### config.mk
export PLATFORM = sky130hd
export DESIGN_NAME = flr_fault_latch
export DESIGN_NICKNAME = d
export VERILOG_FILES = /design/src/flr_pkg.sv /design/src/flr_fault_latch.sv /design/src/flr_lamp.sv
export SDC_FILE = /design/constraint.sdc
export NUM_CORES = 1
export LEC_CHECK = 0
export CORE_ASPECT_RATIO = 1.75
export CORE_MARGIN = 2
export CORE_UTILIZATION = 55
export DETAILED_ROUTE_END_ITERATION = 8
export DONT_BUFFER_PORTS = 1
export PLACE_DENSITY_LB_ADDON = 0.12
export SETUP_SLACK_MARGIN = 0.15
export SYNTH_ARGS = -nofsm -noshare
export SYNTH_HDL_FRONTEND = slang
export SYNTH_SLANG_ARGS = --single-unit
### constraint.sdc
create_clock -name clk_sys -period 2.1 [get_ports clk_sys]
set_input_delay 0.105 -clock clk_sys [delete_from_list [all_inputs] [get_ports clk_sys]]
set_output_delay 0.105 -clock clk_sys [all_outputs]
set_load 0.02 [all_outputs]
### src/flr_pkg.sv
/*
  Package for the fault latch and clear handshake block: fault codes,
  lamp blink counts, sub-code layout, register map and lamp timing.
  Assumes a 100 MHz system clock and a plain register port.
*/
package flr_pkg;

  // Fault codes
  localparam logic [7:0] FLR_CODE_NONE  = 8'h00;
  localparam logic [7:0] FLR_CODE_MECH  = 8'hCE;
  localparam logic [7:0] FLR_CODE_AXIS  = 8'hCF;
  localparam logic [7:0] FLR_CODE_CPU   = 8'hF0;

  // Lamp blink counts
  localparam logic [3:0] FLR_BLINK_MECH = 4'h7;
  localparam logic [3:0] FLR_BLINK_AXIS = 4'h4;

  // Sub-code layout: low nibble driver id, high nibble cause bits
  localparam int FLR_SUB_ID_LSB    = 0;
  localparam int FLR_SUB_CAUSE_LSB = 4;
  localparam int FLR_CAUSE_COMM    = 0;
  localparam int FLR_CAUSE_NOEXC   = 1;
  localparam int FLR_CAUSE_DRVALM  = 2;
  localparam int FLR_CAUSE_OVLD    = 3;

  // Register offsets
  localparam logic [3:0] FLR_REG_CTRL   = 4'h0;
  localparam logic [3:0] FLR_REG_STATUS = 4'h4;
  localparam logic [3:0] FLR_REG_CODE   = 4'h8;
  localparam logic [3:0] FLR_REG_IRQ_ST = 4'hC;
  localparam logic [3:0] FLR_REG_IRQ_MK = 4'h5;

  // Control fields and reset values
  localparam int         FLR_CTRL_OVLD_EN = 0;
  localparam logic [7:0] FLR_CTRL_RESET   = 8'h00;
  localparam logic [3:0] FLR_IRQ_MK_RESET = 4'h0;

  // Interrupt status bit positions
  localparam int FLR_IRQ_MECH  = 0;
  localparam int FLR_IRQ_AXIS  = 1;
  localparam int FLR_IRQ_CPU   = 2;
  localparam int FLR_IRQ_CLEAR = 3;

  // Lamp timing
  localparam int FLR_CLK_MHZ    = 100;
  localparam int FLR_BLINK_MS   = 250;
  localparam int FLR_GAP_MS     = 1000;
  localparam int FLR_BLINK_CYC  = FLR_BLINK_MS * 1000 * FLR_CLK_MHZ;
  localparam int FLR_GAP_CYC    = FLR_GAP_MS * 1000 * FLR_CLK_MHZ;

  // Lamp sequencer states
  typedef enum logic [1:0] {
    FLR_LAMP_ON_ST,
    FLR_LAMP_OFF_ST,
    FLR_LAMP_GAP_ST
  } flr_lamp_e;

endpackage
### src/flr_fault_latch.sv
/*
  Fault latch and clear handshake for a multi-axis motion controller.
  Latches mechanism, axis and processor faults, drops the fault-free and
  motion outputs, stops the motors, and clears axis faults through a request edge.
  Assumes one 100 MHz clock, synchronous inputs, reset_n as power-on.
*/
`timescale 1ns/1ps

// What this block does
// - Power-up with invalid mechanism data latches fault CEh, seven blinks.
// - Axis fault CFh, four blinks, on four causes while motion runs.
// - Axis sub-code: low nibble driver id, high nibble cause bits.
// - Axis fault clears by request; mechanism fault needs power again.
// - Processor fault F0h lights the lamp steadily until power cycle.
// - Controller fault drops fault-free, controller-free, motion; stops motors.
// - Request with cause gone clears controller fault; raises ready.
// - Driver fault drops fault-free, driver-free, motion; stops motors.
// - Request with cause gone clears driver fault; raises ready.
module flr_fault_latch #(
  parameter int BLINK_CYC = flr_pkg::FLR_BLINK_CYC,
  parameter int GAP_CYC   = flr_pkg::FLR_GAP_CYC
) (
  // Clock and reset
  input  wire logic       clk_sys,
  input  wire logic       reset_n,
  // Register port
  input  wire logic [3:0] reg_addr,
  input  wire logic [7:0] reg_wdata,
  input  wire logic       reg_wr,
  input  wire logic       reg_rd,
  output logic [7:0]      reg_rdata,
  // Fault sources
  input  wire logic       mech_info_valid,
  input  wire logic       motion_active,
  input  wire logic       drv_comm_err,
  input  wire logic       motor_deenergised,
  input  wire logic       drv_alarm,
  input  wire logic       motor_overload,
  input  wire logic [3:0] drv_id,
  input  wire logic       cpu_fault,
  input  wire logic       motion_req,
  // Host handshake
  input  wire logic       fault_clear_request_in,
  output logic            fault_free_out,
  output logic            controller_fault_free_out,
  output logic            driver_fault_free_out,
  output logic            ready_out,
  output logic            motion_out,
  output logic            motor_stop,
  // Indication
  output logic [7:0]      fault_code,
  output logic [7:0]      fault_sub_code,
  output logic            status_lamp,
  output logic            irq
);
  import flr_pkg::*;

  logic       mech_r;
  logic       axis_r;
  logic       cpu_r;
  logic       ctrl_fault_r;
  logic       drv_fault_r;
  logic [7:0] sub_r;
  logic       por_done_r;
  logic       req_d_r;
  logic [7:0] ctrl_r;
  logic [3:0] irq_st_r;
  logic [3:0] irq_mk_r;
  logic [7:0] rdata_r;

  // Cause decode
  wire logic       ovld_en   = ctrl_r[FLR_CTRL_OVLD_EN];
  wire logic [3:0] causes    = {motor_overload & ovld_en, drv_alarm,
                                motor_deenergised, drv_comm_err};
  wire logic       axis_hit  = motion_active && (causes != 4'h0);
  wire logic       drv_cause = drv_comm_err || motor_deenergised ||
                               drv_alarm;
  wire logic       cause_now = axis_hit;

  // Clear request edge; a held request cannot clear a later fault
  wire logic req_rise  = fault_clear_request_in && !req_d_r;
  wire logic clr_ok    = req_rise && !cause_now;
  wire logic mech_set  = !por_done_r && !mech_info_valid;
  wire logic axis_set  = axis_hit && !axis_r;
  wire logic any_fault = mech_r || axis_r || cpu_r;

  // Power-on check of mechanism data, sampled once after reset release
  always_ff @(posedge clk_sys) begin
    if (!reset_n) begin
      por_done_r <= 1'b0;
      mech_r     <= 1'b0;
    end else begin
      por_done_r <= 1'b1;
      if (mech_set) begin
        mech_r <= 1'b1;
      end
    end
  end

  // Processor fault latches until power is reapplied
  always_ff @(posedge clk_sys) begin
    if (!reset_n) begin
      cpu_r <= 1'b0;
    end else if (cpu_fault) begin
      cpu_r <= 1'b1;
    end
  end

  // Axis fault with sub-code; a new fault wins over a clear
  always_ff @(posedge clk_sys) begin
    if (!reset_n) begin
      axis_r <= 1'b0;
      sub_r  <= 8'h00;
    end else if (axis_set) begin
      axis_r <= 1'b1;
      sub_r  <= {causes, drv_id};
    end else if (clr_ok && axis_r) begin
      axis_r <= 1'b0;
      sub_r  <= 8'h00;
    end
  end

  // Which side owns the active axis fault; driver alarms are driver side
  always_ff @(posedge clk_sys) begin
    if (!reset_n) begin
      drv_fault_r  <= 1'b0;
      ctrl_fault_r <= 1'b0;
    end else if (axis_set) begin
      drv_fault_r  <= drv_cause;
      ctrl_fault_r <= !drv_cause;
    end else if (clr_ok) begin
      drv_fault_r  <= 1'b0;
      ctrl_fault_r <= 1'b0;
    end
  end

  always_ff @(posedge clk_sys) begin
    if (!reset_n) begin
      req_d_r <= 1'b0;
    end else begin
      req_d_r <= fault_clear_request_in;
    end
  end

  // Handshake outputs; host waits on these before releasing the request
  wire logic ctrl_bad = ctrl_fault_r || mech_r || cpu_r;
  assign controller_fault_free_out = !ctrl_bad;
  assign driver_fault_free_out     = !drv_fault_r;
  assign fault_free_out            = !ctrl_bad && !drv_fault_r;
  assign ready_out                 = !any_fault && por_done_r;
  assign motion_out                = ready_out && motion_req;
  assign motor_stop                = any_fault;

  // Reported code, processor fault first
  assign fault_code = cpu_r  ? FLR_CODE_CPU  :
                      mech_r ? FLR_CODE_MECH :
                      axis_r ? FLR_CODE_AXIS : FLR_CODE_NONE;
  assign fault_sub_code = sub_r;

  // Lamp pattern select
  wire logic [3:0] blinks = mech_r ? FLR_BLINK_MECH :
                            axis_r ? FLR_BLINK_AXIS : 4'h0;

  flr_lamp #(
    .BLINK_CYC (BLINK_CYC),
    .GAP_CYC   (GAP_CYC)
  ) u_lamp (
    .clk_sys     (clk_sys),
    .reset_n     (reset_n),
    .blink_count (blinks),
    .steady      (cpu_r),
    .status_lamp (status_lamp)
  );

  // Register decode
  wire logic wr_ctrl  = reg_wr && (reg_addr == FLR_REG_CTRL);
  wire logic wr_irqst = reg_wr && (reg_addr == FLR_REG_IRQ_ST);
  wire logic wr_irqmk = reg_wr && (reg_addr == FLR_REG_IRQ_MK);
  // Clear-done only when a clearable fault really went away
  wire logic [3:0] irq_ev = {clr_ok & axis_r, cpu_fault & !cpu_r,
                             axis_set, mech_set};
  wire logic [3:0] irq_clr = wr_irqst ? reg_wdata[3:0] : 4'h0;

  // Control and mask registers
  always_ff @(posedge clk_sys) begin
    if (!reset_n) begin
      ctrl_r   <= FLR_CTRL_RESET;
      irq_mk_r <= FLR_IRQ_MK_RESET;
    end else begin
      if (wr_ctrl) begin
        ctrl_r <= reg_wdata;
      end
      if (wr_irqmk) begin
        irq_mk_r <= reg_wdata[3:0];
      end
    end
  end

  // Sticky status; an event in the clear cycle survives
  always_ff @(posedge clk_sys) begin
    if (!reset_n) begin
      irq_st_r <= 4'h0;
    end else begin
      irq_st_r <= (irq_st_r & ~irq_clr) | irq_ev;
    end
  end

  assign irq = |(irq_st_r & irq_mk_r);

  // Read mux; unmapped addresses read zero
  wire logic [7:0] rd_mux =
    (reg_addr == FLR_REG_CTRL)   ? ctrl_r :
    (reg_addr == FLR_REG_STATUS) ? {2'h0, ready_out, motion_out,
                                    drv_fault_r, cpu_r, axis_r, mech_r} :
    (reg_addr == FLR_REG_CODE)   ? fault_code :
    (reg_addr == FLR_REG_IRQ_ST) ? {4'h0, irq_st_r} :
    (reg_addr == FLR_REG_IRQ_MK) ? {4'h0, irq_mk_r} : 8'h00;

  always_ff @(posedge clk_sys) begin
    if (!reset_n) begin
      rdata_r <= 8'h00;
    end else if (reg_rd) begin
      rdata_r <= rd_mux;
    end else begin
      rdata_r <= 8'h00;
    end
  end

  assign reg_rdata = rdata_r;

endmodule

### src/flr_lamp.sv
/*
  Status lamp sequencer: a burst of blink_count flashes then a long gap,
  or steady light when steady is high, or lit when idle (power good).
  Assumes a single clock and synchronous active-low reset.
*/
`timescale 1ns/1ps
module flr_lamp #(
  parameter int BLINK_CYC = flr_pkg::FLR_BLINK_CYC,
  parameter int GAP_CYC   = flr_pkg::FLR_GAP_CYC
) (
  // Clock and reset
  input  wire logic       clk_sys,
  input  wire logic       reset_n,
  // Pattern select
  input  wire logic [3:0] blink_count,
  input  wire logic       steady,
  // Lamp
  output logic            status_lamp
);
  import flr_pkg::*;

  flr_lamp_e   state_r;
  logic [31:0] tick_r;
  logic [3:0]  done_r;
  logic        lamp_r;

  wire logic blinking = (blink_count != 4'h0) && !steady;
  wire logic tick_end = (state_r == FLR_LAMP_GAP_ST) ?
                        (tick_r >= 32'(GAP_CYC - 1)) :
                        (tick_r >= 32'(BLINK_CYC - 1));

  // Burst sequencer; restarts whenever the pattern is not a blink code
  always_ff @(posedge clk_sys) begin
    if (!reset_n || !blinking) begin
      state_r <= FLR_LAMP_GAP_ST;
      tick_r  <= 32'h0;
      done_r  <= 4'h0;
    end else if (!tick_end) begin
      tick_r <= tick_r + 32'h1;
    end else begin
      tick_r <= 32'h0;
      unique case (state_r)
        FLR_LAMP_ON_ST: begin
          state_r <= FLR_LAMP_OFF_ST;
          done_r  <= done_r + 4'h1;
        end
        FLR_LAMP_OFF_ST: begin
          state_r <= (done_r == blink_count) ? FLR_LAMP_GAP_ST
                                             : FLR_LAMP_ON_ST;
        end
        FLR_LAMP_GAP_ST: begin
          state_r <= FLR_LAMP_ON_ST;
          done_r  <= 4'h0;
        end
      endcase
    end
  end

  // Lamp drive from a flip-flop
  always_ff @(posedge clk_sys) begin
    if (!reset_n) begin
      lamp_r <= 1'b0;
    end else begin
      lamp_r <= steady || !blinking || (state_r == FLR_LAMP_ON_ST);
    end
  end

  assign status_lamp = lamp_r;

endmodule

### Word-level counts from Yosys, hierarchy flattened

Cells that the tools add are included.

* register bits after elaboration: 78
* bits in latches: 0
* bits in writable memories: 0
* memory bits (read-only): 0
* input bits: 29
* output and inout bits: 32
* memories kept: 0

* add/sub/neg operators: 2
* $mul: 0
* divide/modulo/power cells: 0
* $lt $le $gt $ge: 2
* equal/unequal tests: 7
* shift operators: 0
* muxes and demuxes: 23
* bitwise logic cells: 7
* reduce and logical (&&, ||, !) cells: 45

Operator list (count)
* two-way mux 8 bit: 8
* adder 32 x 1 -> 32 bit, second input constant: 1
* greater-or-equal comparator 32 x 25 -> 1 bit, second input constant: 1
* greater-or-equal comparator 32 x 27 -> 1 bit, second input constant: 1
* logical AND 1 bit: 13
* zero test 1 bit: 12
* two-way mux 4 bit: 3
* logical OR 1 bit: 9
* bitwise AND 4 bit: 2
* equality test 4 x 3 -> 1 bit, second input constant: 2
* equality test 4 bit, second input constant: 2
* case mux 4 bit (2 select lines): 1
* nonzero test 4 bit: 2
* two-way mux 1 bit: 7
* two-way mux 3 bit: 2
* case mux 2 bit (3 select lines): 1
* nonzero test 2 bit: 3
* adder 4 x 1 -> 4 bit, second input constant: 1
* equality test 4 x 3 -> 1 bit: 1
* zero test 4 bit: 1
* NOT 4 bit: 1
* bitwise OR 4 bit: 1
* AND reduction 2 bit: 2
* OR reduction 4 bit: 1
* other kinds (6): 8

### Depth between registers and ports, before layout

* depth after elaboration: 8
* mapped depth: 8
* depth with buffers taken out: 7

### Modules after synthesis

A second synthesis with hierarchy kept.

* cell total of the unflattened synthesis: 416
* area total of the unflattened synthesis: 3607.2 sq um

By module, submodules not included
* flr_lamp: times used 1, cells an instance 213, area each 1840.5 sq um, seq. area each 780.7 sq um
* flr_fault_latch: times used 1, cells an instance 203, area each 1766.7 sq um, seq. area each 780.7 sq um

### Least setup slack after synthesis

Ideal clock, no wire load.

* kind: reg-to-reg
* from: register u_lamp.tick_r[0]
* to: register u_lamp.done_r[1]
* data arrival time: 1708 ps
* required time: 1983 ps
* slack: 275 ps
* cell stages (with the launch flop): 7
* buffers on the path: 0
* period minus slack after synthesis: 1825 ps
* cell sequence: dfxtp_1 > ha_1 > nand3_1 > o211ai_1 > a211oi_4 > or3_1 > a32o_1

* word-level cells in the longest chain between the ends: 3
* elaborated cells between the ends (all ways): 4

Ends and longest elaborated chain
* start: declaration: RTL line flr_lamp.sv:23 `logic [31:0] tick_r;`
* start signal: assignment: RTL line flr_lamp.sv:39 `tick_r <= tick_r + 32'h1;`
* greater-or-equal comparator 32 x 25 -> 1 bit or greater-or-equal comparator 32 x 27 -> 1 bit (tied branches): RTL line flr_lamp.sv:30, flr_lamp.sv:29
* two-way mux 1 bit (*): RTL line flr_lamp.sv:28 `wire logic tick_end = (state_r == FLR_LAMP_GAP_ST) ?`
* AND reduction 2 bit (no source line) (*)
* end signal: assignment: RTL line flr_lamp.sv:45 `done_r <= done_r + 4'h1;`
* end: declaration: RTL line flr_lamp.sv:24 `logic [3:0] done_r;`

Every way passes the cells marked *; elsewhere a longest branch is shown, timed or not.
A chain may end at the register's enable or synchronous reset.

### Final worst setup path

* from: register u_lamp.tick_r[18]
* to: register u_lamp.done_r[0]

Same word-level chain as after synthesis.

==> impl_metrics.py <==
metrics = {
    "floorplan": {
        "die-area_sq_um": 7270,
        "die_h_um": 111,
        "die_w_um": 65.3,
        "rows": 39,
        "io_pins": 61,
        "initial_core_util_pct": 56.2,
        "core_area_sq_um": 6440,
    },
    "min_path": {
        "timing.hold.worst.class": "input pin to flop",
        "hold-path-cell-count": 2,
    },
    "critical_path": {
        "setup.worst_path.start_class": "flop",
        "timing.critical_path.arrival_ps": 2110,
        "reg2regPathDepth": 7,
        "worst_path_max_delay_cell": "sky130_fd_sc_hd__a211oi_4",
        "timing.critical_path.cells": "buf_4, and4b_1, and3_1, a211oi_4, buf_4, nor3_1, o221a_2",
        "cp-end-kind": "flop",
        "critical_path_max_stage_delay_ps": 400,
        "path_common_cell": "sky130_fd_sc_hd__buf_4",
        "worst-setup-path-type": "flop to flop",
        "critical_path_required_ps": 2320,
        "crit_fanout": 7,
    },
    "drt": {
        "post_drt_wl_per_cell_um": 16.8,
        "first_pass_iters": 4,
        "vias": 3073,
        "first_iter_violations": 130,
        "drc": 0,
        "route.detailed.vias_per_inst": 5.75,
        "routed_wirelength_um": 8960,
        "postRouteAntennaNets": 0,
    },
    "synth": {
        "synthesis_warnings": 0,
        "ys_types": 60,
        "async_reset_ff_share_pct": 0,
        "synth_cells": 406,
        "synth-main-ff-cell": "sky130_fd_sc_hd__dfxtp_1",
        "ys_seq_elements": 78,
        "seq_area_frac_synth_pct": 43.1,
        "syn_area_sq_um": 3620,
        "synth.avg_cell_area_sq_um": 8.92,
        "synth_enable_flop_cells": 0,
    },
    "layout": {
        "final_layout_size_suffix_gt1_share_pct": 15.0,
        "final_util_pct": 69.0,
        "number_of_nets_in_the_finished_design": 481,
        "area_delta_synth_final_pct": 22.7,
        "num_antenna_cells": 0,
    },
    "run_status": {
        "status": "completed",
    },
    "sta": {
        "final_hold_viol_count": 0,
        "fin_hold_ws_ps": 0.918,
        "tightest_pin_transition_ps": 935,
        "setup_repair_after_global_routing_missed_its_margin": "true",
        "final.min_clock_period_ps": 1880,
        "slew_headroom_pct": 37.4,
        "maxSlewViolCount": 0,
        "finClkSkew_ps": 5.70,
        "setup_viol": 0,
        "fmaxAchievable_mhz": 531,
        "min_period_over_period_pct": 89.7,
        "total_negative_slack_for_setup_checks_ps": 0,
    },
    "pwr": {
        "cellLeakagePower_uw": 0.00163,
        "ir_drop_v": 0.000637,
        "power.density_cell_area_nw_per_um2": 757,
    },
    "grt": {
        "antenna_violations_before_repair": 0,
        "global_route_wire_length_before_repair_um": 14600,
        "number_of_global_route_vias_before_repair": 3096,
        "track_usage_pct": 26.1,
        "largest_net_degree_at_the_start_of_global_routing": 33,
        "grt_overflow": 0,
    },
    "clock_tree": {
        "cts_made_buffers": 9,
        "cts_tree": "yes",
        "cts_buffer_depth": 2,
        "cts.root.buffer_cell": "sky130_fd_sc_hd__clkbuf_16",
        "cts_num_sinks": 78,
        "clock_latency_ps": 330,
        "cts.htree.levels": 3,
        "clk_transition_reported_paths_ps": 60,
    },
    "place": {
        "gp_congestion": 0.897,
        "port-buffer-count": 0,
        "dp_hpwl_um": 6200,
    },
    "flow_run": {
        "cap_viol_max_count": 0,
    },
}
per-stage QoR:
step	power, uW	area [sq um]	std cells	setup WS [ps]
5_1_grt	3490	4440	534	126
4_1_cts	3400	4370	533	150
2_1_floorplan	1760	3640	410	275
3_3_place_gp	1790	3780	490	114
3_5_place_dp	1790	3780	490	78.0
6_report	3360	4440	534	217
path summary, 6_finish.rpt:
check                          from               end  slack, ps
setup reg to reg  u_lamp.tick_r[18]  u_lamp.done_r[0]        220
setup / recovery  u_lamp.tick_r[18]  u_lamp.done_r[0]        220
hold reg to reg    u_lamp.tick_r[0]  u_lamp.tick_r[0]        450
hold / removal          reg_addr[3]      reg_rdata[7]        0.9
logic make-up (layout without fill, tap and decap cells):
group	count (synthesis)	in the layout	share of synthesized area, %
multiplexers	6	6	1.69
XOR/XNOR	25	25	6.05
flip-flops	78	78	43.1
AO/OA/AOI/OAI	77	77	15.5
buffers and inverters	37	79	4.63
AND/OR/NAND/NOR	177	177	27.1
other	1	5	0.104
adder cells (fa/ha/maj)	5	5	1.73
where the power goes:
| part | internal [uW] | total [uW] | leakage (uW) | switching [uW] |
|---|---|---|---|---|
| Combinational | 117 | 263 | 0.000842 | 146 |
| Sequential | 1510 | 1560 | 0.000637 | 43.4 |
| Clock | 978 | 1540 | 0.000152 | 566 |
| Total | 2610 | 3360 | 0.00163 | 755 |
cell usage in the layout (no fill, tap or decap), types with 13 or more instances in the layout:
cell type and instances:
sky130_fd_sc_hd__a21oi_1 16, sky130_fd_sc_hd__a22oi_1 13, sky130_fd_sc_hd__buf_4 25, sky130_fd_sc_hd__dfxtp_1 74, sky130_fd_sc_hd__dlygate4sd3_1 25, sky130_fd_sc_hd__inv_1 13, sky130_fd_sc_hd__nand2_1 33, sky130_fd_sc_hd__nand3_1 18
sky130_fd_sc_hd__nor2_1 38, sky130_fd_sc_hd__nor2b_1 24, sky130_fd_sc_hd__xnor2_1 17
synth_stat cells, types with 3 or more instances:
cell type / n / share of area [%]
sky130_fd_sc_hd__dfxtp_1: 78 / 43
sky130_fd_sc_hd__nor2_1: 38 / 3.9
sky130_fd_sc_hd__nand2_1: 33 / 3.4
sky130_fd_sc_hd__nor2b_1: 24 / 4.1
sky130_fd_sc_hd__nand3_1: 19 / 2.6
sky130_fd_sc_hd__xnor2_1: 17 / 4.1
sky130_fd_sc_hd__a21oi_1: 16 / 2.2
sky130_fd_sc_hd__clkbuf_1: 16 / 1.7
sky130_fd_sc_hd__nor3_1: 14 / 1.9
sky130_fd_sc_hd__a22oi_1: 13 / 2.7
sky130_fd_sc_hd__inv_1: 13 / 1.3
sky130_fd_sc_hd__and3_1: 11 / 1.9
sky130_fd_sc_hd__a21boi_0: 9 / 1.9
sky130_fd_sc_hd__o21ai_0: 9 / 1.2
sky130_fd_sc_hd__xor2_1: 8 / 1.9
sky130_fd_sc_hd__buf_4: 5 / 1.0
sky130_fd_sc_hd__ha_1: 5 / 1.7
sky130_fd_sc_hd__mux2i_1: 5 / 1.4
sky130_fd_sc_hd__nand4_1: 5 / 0.86
sky130_fd_sc_hd__o21a_1: 5 / 1.0
sky130_fd_sc_hd__or3_1: 4 / 0.69
sky130_fd_sc_hd__and2_1: 3 / 0.52
sky130_fd_sc_hd__and4_1: 3 / 0.73
sky130_fd_sc_hd__nor4_1: 3 / 0.52
sky130_fd_sc_hd__nor4_4: 3 / 1.8
registers in the layout, indices dropped and copies added (netlist names), 2 cells and up:
name / cells
u_lamp.done_r: 4
reg_rdata: 8
ctrl_r: 8
fault_sub_code: 8
irq_mk_r: 4
irq_st_r: 4
u_lamp.tick_r: 32
u_lamp.state_r: 2
layout make-up:
type / instances / area [sq um]
clock buffers: 12 / 256
clock inverters: 4 / 45.0
fillers: 554 / 2000
inverters: 13 / 48.8
multi-input cells: 295 / 1980
flip-flops and latches: 78 / 1570
well taps: 82 / 103
repair buffers: 50 / 438
what timing repair did:
item                                    in CTS  in global routing
gates resized for setup                      4                 15
buffers inserted                             2                  1
hold buffers                                25                  0
endpoints found under the hold margin       40                  0
endpoints found under the setup margin      31                 33
gates cloned                                 0                  0
pin swaps                                    2                  8
critical path: cells and delay by family, from the launching register on:
kind	cells	cell delay, ps
buf+inv	2	350
flops	1	320
simple gates	3	450
compound gates	2	660
per-layer routing:
layer	GRT usage (%)	vias up	part of all wire, %
met4	15.0	0	4.5
met3	5.56	28	3.7
met5	0	-	0
li1	-	1508	-
met1	26.0	1459	36
met2	47.8	78	56
Note: power is estimated with default switching activity, not from simulation.
